**src/common/timer_pkg.sv**
```systemverilog
// constants for the compact timer
package timer_pkg;
	localparam logic [1:0] ADDR_CMP_LOW  = 2'h0;
	localparam logic [1:0] ADDR_CMP_HIGH = 2'h1;
	localparam logic [1:0] ADDR_CTRL_0   = 2'h2;
	localparam logic [1:0] ADDR_CTRL_1   = 2'h3;
	localparam int ADDR_WIDTH = 2;
	localparam int COUNT_WIDTH = 10;
	localparam logic [7:0] CTRL_RESET = 8'h00;
	localparam logic [9:0] COUNT_MAX = 10'h3FF;
	// control 0 field positions
	localparam int C0_PAUSE = 7;
	localparam int C0_CLK_HI = 6;
	localparam int C0_CLK_LO = 4;
	localparam int C0_ON = 3;
	localparam int C0_PER_HI = 2;
	// control 1 field positions
	localparam int C1_MODE_HI = 7;
	localparam int C1_MODE_LO = 6;
	localparam int C1_ACT_HI = 5;
	localparam int C1_ACT_LO = 4;
	localparam int C1_INIT = 3;
	localparam int C1_INV = 2;
	localparam int C1_SWAP = 1;
	localparam int C1_CLR = 0;
	// prescale divisors
	localparam int DIV_SYS4 = 4;
	localparam int DIV_H16 = 16;
	localparam int DIV_H64 = 64;
	localparam logic [1:0] MODE_COMPARE = 2'h0;
	localparam logic [1:0] MODE_PWM = 2'h2;
	localparam logic [1:0] MODE_TIMER = 2'h3;
	localparam logic [2:0] CLK_SYS4 = 3'h0;
	localparam logic [2:0] CLK_SYS = 3'h1;
	localparam logic [2:0] CLK_H16 = 3'h2;
	localparam logic [2:0] CLK_H64 = 3'h3;
	localparam logic [2:0] CLK_SUB0 = 3'h4;
	localparam logic [2:0] CLK_SUB1 = 3'h5;
	localparam logic [2:0] CLK_EXT_RISE = 3'h6;
	localparam logic [2:0] CLK_EXT_FALL = 3'h7;
endpackage

```
**src/tick_divider.sv**
```systemverilog
// pulse every DIV cycles while enabled
`timescale 1ns/1ps
module tick_divider
	import timer_pkg::*;
#(
	parameter int DIV = 4
) (
	input  wire logic clk,
	input  wire logic nrst,
	input  wire logic run,
	output logic      tick
);
	typedef struct packed {
		logic [7:0] cnt;
		logic       tick;
	} div_state_type;
	div_state_type s_reg;
	div_state_type s_next;

	always_comb begin
		s_next = s_reg;
		s_next.tick = 1'b0;
		if (!run) begin
			s_next.cnt = 8'h00;
		end else if (s_reg.cnt == 8'(DIV - 1)) begin
			s_next.cnt = 8'h00;
			s_next.tick = 1'b1;
		end else begin
			s_next.cnt = s_reg.cnt + 8'h01;
		end
	end

	always_ff @(posedge clk or negedge nrst) begin
		if (!nrst) begin
			s_reg <= '0;
		end else begin
			s_reg <= s_next;
		end
	end

	assign tick = s_reg.tick;
endmodule // tick_divider

```
**src/pin_sync.sv**
```systemverilog
// two-stage synchroniser with edge pulses after the second stage
`timescale 1ns/1ps
module pin_sync (
	input  wire logic clk,
	input  wire logic nrst,
	input  wire logic pin,
	output logic      rise,
	output logic      fall
);
	typedef struct packed {
		logic s1;
		logic s2;
		logic s3;
	} sync_state_type;
	sync_state_type s_reg;
	sync_state_type s_next;

	always_comb begin
		s_next.s1 = pin;
		s_next.s2 = s_reg.s1;
		s_next.s3 = s_reg.s2;
	end

	always_ff @(posedge clk or negedge nrst) begin
		if (!nrst) begin
			s_reg <= '0;
		end else begin
			s_reg <= s_next;
		end
	end

	assign rise = s_reg.s2 & ~s_reg.s3;
	assign fall = ~s_reg.s2 & s_reg.s3;
endmodule // pin_sync

```
**src/compact_timer.sv**
```systemverilog
// compact 10-bit timer with compare, pwm and register port
// Overview of operation
// RL1 - pause holds count, timer stays powered
// RL2 - resume counts on from held value
// RL3 - clock select picks one of eight sources
// RL4 - on rising edge clears counter
// RL5 - off stops counting, keeps residual value
// RL6 - on rising edge loads initial output level
// RL7 - period compare matches counter bits 9..7
// RL8 - period value zero means full 1024
// RL9 - mode field: compare, pwm, timer
// RL10 - software turns timer off before mode change
// RL11 - compare match action: none, low, high, toggle
// RL12 - pwm action: inactive, active, waveform
// RL13 - action equal to level gives no change
// RL14 - software changes pwm action only when off
// RL15 - initial level or pwm active level
// RL16 - invert bit flips pin outside timer mode
// RL17 - swap bit exchanges period and duty roles
// RL18 - clear select one clears on compare a
// RL19 - clear select zero clears on period
// RL20 - clear select ignored in pwm mode
// RL21 - timer mode leaves output pin alone
// RL22 - compare a split low/high, upper zero
// RL23 - low byte buffered until high written
// RL24 - 10-bit counter, full compare a
// RL25 - undefined codes leave pin inactive
//
// Strobed register access and the placing of the registers were chosen for this implementation.
`timescale 1ns/1ps
module compact_timer
	import timer_pkg::*;
#(
	parameter int W = COUNT_WIDTH
) (
	input  wire logic                  clk,
	input  wire logic                  nrst,
	input  wire logic [ADDR_WIDTH-1:0] addr,
	input  wire logic [7:0]            wdata,
	input  wire logic                  wr,
	input  wire logic                  rd,
	output logic      [7:0]            rdata,
	input  wire logic                  high_clock_tick,
	input  wire logic                  sub_clock_tick,
	input  wire logic                  external_count_input,
	output logic                       timer_output_pin,
	output logic                       timer_output_pin_n,
	output logic                       pin_owned,
	output logic                       match_a,
	output logic                       match_p,
	output logic      [W-1:0]          count_value
);
	typedef struct packed {
		logic [7:0]   ctrl0;
		logic [7:0]   ctrl1;
		logic [7:0]   low_buf;
		logic [W-1:0] cmp_a;
		logic [W-1:0] count;
		logic         on_prev;
		logic         out_level;
		logic         pwm_raw;
		logic         match_a;
		logic         match_p;
		logic         pin;
		logic         pin_n;
		logic [7:0]   rdata;
	} timer_state_type;
	timer_state_type s_reg;
	timer_state_type s_next;

	logic tick_sys4;
	logic tick_h16;
	logic tick_h64;
	logic ext_rise;
	logic ext_fall;
	logic h16_sync_rise;
	logic h64_base;
	logic sub_rise;
	logic unused_h_fall;
	logic unused_s_fall;

	logic       on_bit;
	logic       pause;
	logic [2:0] clk_sel;
	logic [2:0] per_bits;
	logic [1:0] mode;
	logic [1:0] act;
	logic       init_lvl;
	logic       inv;
	logic       swap;
	logic       clr_sel;
	logic       tick;
	logic       hit_a;
	logic       hit_p;
	logic       at_max;
	logic       clear_now;
	logic       pwm_mode;
	logic       pwm_active;
	logic       logical_out;
	logic [W:0] period_len;
	logic [W:0] duty_len;

	assign on_bit   = s_reg.ctrl0[C0_ON];
	assign pause    = s_reg.ctrl0[C0_PAUSE];
	assign clk_sel  = s_reg.ctrl0[C0_CLK_HI:C0_CLK_LO];
	assign per_bits = s_reg.ctrl0[C0_PER_HI:0];
	assign mode     = s_reg.ctrl1[C1_MODE_HI:C1_MODE_LO];
	assign act      = s_reg.ctrl1[C1_ACT_HI:C1_ACT_LO];
	assign init_lvl = s_reg.ctrl1[C1_INIT];
	assign inv      = s_reg.ctrl1[C1_INV];
	assign swap     = s_reg.ctrl1[C1_SWAP];
	assign clr_sel  = s_reg.ctrl1[C1_CLR];
	assign pwm_mode = (mode == MODE_PWM);

	// prescalers run only while the timer is on, saving power when off
	tick_divider #(.DIV(DIV_SYS4)) u_div_sys4 (
		.clk  (clk),
		.nrst (nrst),
		.run  (on_bit),
		.tick (tick_sys4)
	);

	// high and sub clocks arrive from another domain, so sync them first
	pin_sync u_sync_high (
		.clk  (clk),
		.nrst (nrst),
		.pin  (high_clock_tick),
		.rise (h16_sync_rise),
		.fall (unused_h_fall)
	);

	pin_sync u_sync_sub (
		.clk  (clk),
		.nrst (nrst),
		.pin  (sub_clock_tick),
		.rise (sub_rise),
		.fall (unused_s_fall)
	);

	pin_sync u_sync_ext (
		.clk  (clk),
		.nrst (nrst),
		.pin  (external_count_input),
		.rise (ext_rise),
		.fall (ext_fall)
	);

	tick_divider #(.DIV(DIV_H16)) u_div_h16 (
		.clk  (clk),
		.nrst (nrst),
		.run  (on_bit),
		.tick (h64_base)
	);

	// high clock divided by counting its synchronised edges
	logic [5:0] h_cnt_reg;
	logic [5:0] h_cnt_next;
	always_comb begin
		h_cnt_next = h_cnt_reg;
		if (!on_bit) begin
			h_cnt_next = 6'h00;
		end else if (h16_sync_rise) begin
			h_cnt_next = h_cnt_reg + 6'h01;
		end
	end
	always_ff @(posedge clk or negedge nrst) begin
		if (!nrst) begin
			h_cnt_reg <= 6'h00;
		end else begin
			h_cnt_reg <= h_cnt_next;
		end
	end
	assign tick_h16 = h16_sync_rise & (h_cnt_reg[3:0] == 4'hF);
	assign tick_h64 = h16_sync_rise & (h_cnt_reg == 6'h3F);

	// clock source selection [RL3]
	always_comb begin
		case (clk_sel)
			CLK_SYS4:     tick = tick_sys4;
			CLK_SYS:      tick = 1'b1;
			CLK_H16:      tick = tick_h16;
			CLK_H64:      tick = tick_h64;
			CLK_SUB0:     tick = sub_rise;
			CLK_SUB1:     tick = sub_rise;
			CLK_EXT_RISE: tick = ext_rise;
			CLK_EXT_FALL: tick = ext_fall;
			default:      tick = 1'b0;
		endcase
	end

	// comparators: a on all bits, p on top three bits [RL24] [RL7]
	// they look at the count about to be reached, so a clear on match
	// gives a period of exactly the programmed number of ticks
	assign hit_a  = (W'(s_reg.count + 1'b1) == s_reg.cmp_a);
	assign hit_p  = (s_reg.count[W-4:0] == '1) &&
		(3'(s_reg.count[W-1:W-3] + 3'h1) == per_bits);
	assign at_max = (s_reg.count == COUNT_MAX);

	// zero period code stands for the full range [RL8]
	always_comb begin
		period_len = '0;
		duty_len = '0;
		if (!swap) begin
			period_len = {per_bits == 3'h0, per_bits, 7'h00};
			duty_len = {1'b0, s_reg.cmp_a};
		end else begin
			period_len = {1'b0, s_reg.cmp_a};
			duty_len = {per_bits == 3'h0, per_bits, 7'h00};
		end
	end

	// counter clear source per mode [RL17] [RL18] [RL19] [RL20]
	always_comb begin
		if (pwm_mode) begin
			clear_now = swap ? hit_a : (hit_p | (per_bits == 3'h0 && at_max));
		end else if (clr_sel) begin
			clear_now = hit_a | at_max;
		end else begin
			clear_now = hit_p | (per_bits == 3'h0 && at_max);
		end
	end

	// pwm active while count below duty, full duty if duty >= period
	assign pwm_active = ({1'b0, s_reg.count} < duty_len) ||
		(duty_len >= period_len);

	always_comb begin
		s_next = s_reg;
		s_next.on_prev = on_bit;
		s_next.match_a = 1'b0;
		s_next.match_p = 1'b0;
		s_next.rdata = 8'h00;
		if (on_bit && !s_reg.on_prev) begin
			s_next.count = '0; // [RL4]
			s_next.out_level = init_lvl; // [RL6]
		end else if (on_bit && !pause && tick) begin
			// counting resumes from the held value after pause [RL1] [RL2]
			s_next.match_a = hit_a && s_reg.cmp_a != '0;
			s_next.match_p = hit_p && !(clr_sel && !pwm_mode);
			s_next.count = clear_now ? '0 : s_reg.count + 1'b1;
			if (mode == MODE_COMPARE && hit_a && s_reg.cmp_a != '0) begin
				// setting the level it already has is no change [RL11] [RL13]
				case (act)
					2'h0:    s_next.out_level = s_reg.out_level;
					2'h1:    s_next.out_level = 1'b0;
					2'h2:    s_next.out_level = 1'b1;
					2'h3:    s_next.out_level = ~s_reg.out_level;
					default: s_next.out_level = s_reg.out_level;
				endcase
			end
		end
		// when off the counter simply keeps its value [RL5]
		s_next.pwm_raw = pwm_active;

		// output pin function per mode [RL9] [RL12] [RL15] [RL25]
		case (mode)
			MODE_COMPARE: logical_out = s_reg.out_level;
			MODE_PWM: begin
				case (act)
					2'h0:    logical_out = ~init_lvl;
					2'h1:    logical_out = init_lvl;
					2'h2:    logical_out = s_reg.pwm_raw ? init_lvl : ~init_lvl;
					default: logical_out = ~init_lvl;
				endcase
			end
			MODE_TIMER: logical_out = 1'b0; // [RL21]
			default:    logical_out = ~init_lvl;
		endcase
		s_next.pin = (mode == MODE_TIMER) ? 1'b0 : logical_out ^ inv; // [RL16]
		s_next.pin_n = (mode == MODE_TIMER) ? 1'b0 : ~(logical_out ^ inv);

		// register port; low byte waits in a buffer [RL22] [RL23]
		if (wr) begin
			case (addr)
				ADDR_CMP_LOW:  s_next.low_buf = wdata;
				ADDR_CMP_HIGH: s_next.cmp_a = {wdata[1:0], s_reg.low_buf};
				ADDR_CTRL_0:   s_next.ctrl0 = wdata;
				ADDR_CTRL_1:   s_next.ctrl1 = wdata;
				default:       s_next.ctrl0 = s_reg.ctrl0;
			endcase
		end
		if (rd) begin
			case (addr)
				ADDR_CMP_LOW:  s_next.rdata = s_reg.cmp_a[7:0];
				ADDR_CMP_HIGH: s_next.rdata = {6'h00, s_reg.cmp_a[W-1:8]};
				ADDR_CTRL_0:   s_next.rdata = s_reg.ctrl0;
				ADDR_CTRL_1:   s_next.rdata = s_reg.ctrl1;
				default:       s_next.rdata = 8'h00;
			endcase
		end
	end

	always_ff @(posedge clk or negedge nrst) begin
		if (!nrst) begin
			s_reg <= '0;
		end else begin
			s_reg <= s_next;
		end
	end

	assign rdata = s_reg.rdata;
	assign timer_output_pin = s_reg.pin;
	assign timer_output_pin_n = s_reg.pin_n;
	assign pin_owned = (mode != MODE_TIMER); // [RL21]
	assign match_a = s_reg.match_a;
	assign match_p = s_reg.match_p;
	assign count_value = s_reg.count;
endmodule // compact_timer

```
**config.mk**
```make
export PLATFORM = sky130hd
export DESIGN_NAME = compact_timer
export DESIGN_NICKNAME = d
export VERILOG_FILES = /design/src/common/timer_pkg.sv /design/src/tick_divider.sv /design/src/pin_sync.sv /design/src/compact_timer.sv
export SDC_FILE = /design/constraint.sdc
export NUM_CORES = 1
export LEC_CHECK = 0
export BUFFER_PORTS_ARGS = -buffer_cell sky130_fd_sc_hd__buf_2
export CAP_MARGIN = 15
export CORE_ASPECT_RATIO = 0.8
export CORE_MARGIN = 8
export CORE_UTILIZATION = 65
export CTS_CLUSTER_SIZE = 14
export DETAILED_ROUTE_END_ITERATION = 10
export PLACE_DENSITY_LB_ADDON = 0.25
export SYNTH_ARGS = -nofsm -noshare
export SYNTH_HDL_FRONTEND = slang
export SYNTH_SLANG_ARGS = --single-unit
```
**constraint.sdc**
```tcl
create_clock -name clk -period 5.65 [get_ports clk]
set_input_delay 0.2825 -clock clk [delete_from_list [all_inputs] [get_ports clk]]
set_output_delay 0.2825 -clock clk [all_outputs]
set_load 0.02 [all_outputs]
```
==> run metrics <==
CTS Buf Count=9; Hold-fix buffers, CTS=0; Setup crit start=count_value[0]$_DFFE_PN0P_; hold_ws=approximately 0.018 ns; static leakage=2.32 nW; via count=roughly 3300; ant diodes=0; CP startpoint kind=register; Synth Warn #=0; final setup skew=roughly 0.009 ns; endpoint type of the worst setup path=register; worst endpoint data arrival time=about 3 ns; cell with the most instances after synthesis=dfrtp_1; Hold/Removal Path Class=in -> reg; r2r startpoint=count_value[0]$_DFFE_PN0P_; predominant post-synthesis flop cell=dfrtp_1; post-layout min period=between 2 and 3 ns; Die Footprint=slightly above 10000 um2; port bufs=39; sequential area share after synthesis=between 40 and 50%; vias in the first global route=about 3400; GRT Util Overall=between 20% and 30%; total of max-cap violations=0; DP Wirelength=7400 um; status=completed; Peak supply drop=around 0.23 mV; CTS Buffer Depth=2; Largest register FFs=22; largest net degree at the start of global routing=84; Netlist cell types=64; final wirelength=roughly 10000 um; worst-path maximum fanout=9; Net Count, Synth=about 470; synthesized area=roughly 4700 um2; start point of the worst hold path=external_count_input; H-tree Lvls=3; CTS sink count=between 80 and 90; Overflow after GRT=0; share of cells above drive strength 1=23.5%; Area after DPL=roughly 4700 um2; Post-Syn Area per Cell=roughly 11 um2; Die W=roughly 110 um; placer congestion estimate=0.889; Worst Path Required=about 6 ns; top post-synthesis cells by count=dfrtp_1, mux2_2, nand2_1; drt pass-1 iters=5; Die Y-Extent=91.8 um; Slew @ Worst Pin=a little over 1 ns; Slew Limit Fails=0; clock latency at the later pin of the worst-skew pair=about 0.36 ns; Rows=27; CORE AREA=~6900 um2; top cells by area, synth=dfrtp_1, mux2_2, ha_1; area fraction of the dominant cell type after synthesis=about 45%; Layout area overhead=6.35%; setup tns final=0 ns; RSZ-0062 raised after global routing=no; Routed Antenna Nets=0; DRC=0; Tcrit/Tclk final=48.6%; post-synth top area cell=dfrtp_1; post-cts sizing count=0; Initial Util=about two thirds; antenna violations before repair=0; Fin. Hold Viols=0; drt initial violations=between 200 and 250; Clk pin slew, worst setup/hold paths=0.09 ns; Synth Register Bits=83; wire per inst=19.0 um; IO Pins=40; pwr dens=roughly 350 nW/um2; Mapped Cells=roughly 430; Layout Nets=481; FMAX=approximately 0.36 GHz; fin area=roughly 5000 um2; number of synthesized flops with an enable pin=0; CTS tree=done; routed vias/inst=approximately 6; Async SR Flop Fraction=100%; Post-CTS Setup Repair Bufs=0; post-layout util=71.7%; max_slew headroom=a little under a third; global-route wire length before repair=~17000 um; final setup fails=0; Root Driver=clkbuf_8; Setup Crit Path Kind=reg -> reg
-- cells by family after synthesis --
family	after synthesis	synth area share, %
mux	51	12.4
compound gates	59	10.1
flops	83	44.5
simple gates	148	16.9
xor+xnor	28	5.25
buf+inv	47	5.92
fa+ha+maj	18	4.83
-- cells in the final DEF (no fill, tap or decap), types with 5 or more instances in the layout --
master / n
inv_1: 6
o221ai_1: 10
nor2_1: 32
and2_1: 14
ha_1: 18
clkbuf_8: 9
nand2_1: 33
xnor2_1: 9
nor2b_1: 5
nand2b_1: 9
xor2_1: 19
mux2_2: 36
buf_2: 38
o21ai_0: 12
mux2i_1: 13
a21oi_1: 6
dfrtp_1: 83
nand3_1: 20
-- through the flow --
step	std cells	power, mW	setup slack (ns)
2_1_floorplan	434	1.11	3.16
3_3_place_gp	522	1.21	3.04
3_5_place_dp	522	1.24	2.94
4_1_cts	538	1.74	2.91
5_1_grt	538	1.81	2.72
6_report	538	1.73	2.91
-- layout make-up --
cell class	count	area, um2
Clock buffer	9	124
Clock inverter	7	105
Fill cell	498	1960
Inverter	8	30.0
Multi-Input combinational cell	304	2310
Sequential cell	83	2080
Tap cell	87	109
Timing Repair Buffer	40	205
-- per-layer routing --
metal / global-route usage, % / routed length [um] / vias up / share of wire, %
li1: - / - / 1535 / -
met1: 27.3 / 4880 / 1647 / 48
met2: 31.5 / 4520 / 118 / 44
met3: 5.73 / 620 / 27 / 6.1
met4: 6.85 / 199 / 0 / 1.9
met5: 0 / 0 / - / 0
-- path summary, 6_finish.rpt --
path	slack, ns	cells past startpoint	to
min	0.02	1	u_sync_ext.s_next[1]$_DFF_PN0_
max reg2reg	2.91	8	count_value[0]$_DFFE_PN0P_
max	2.91	8	count_value[0]$_DFFE_PN0P_
max in group asynchronous	4.89	1	count_value[3]$_DFFE_PN0P_
min reg2reg	0.36	0	u_sync_high.s_next[0]$_DFF_PN0_
min in group asynchronous	0.09	1	u_div_sys4.s_reg[5]$_DFF_PN0_
-- critical path, stage by stage, from the launching register on --
cell	delay, ns
dfrtp_1	0.46
ha_1	0.36
nand3_1	0.25
nor3b_1	0.24
o32ai_1	0.15
nor4_4	0.46
a41oi_4	0.25
o21a_1	0.21
mux2_2	0.26
-- power by group --
part | switching [mW] | internal, mW
clock network | 0.237 | 0.258
logic | 0.225 | 0.200
registers | 0.132 | 0.680
Note: power is estimated with default switching activity, not from simulation.
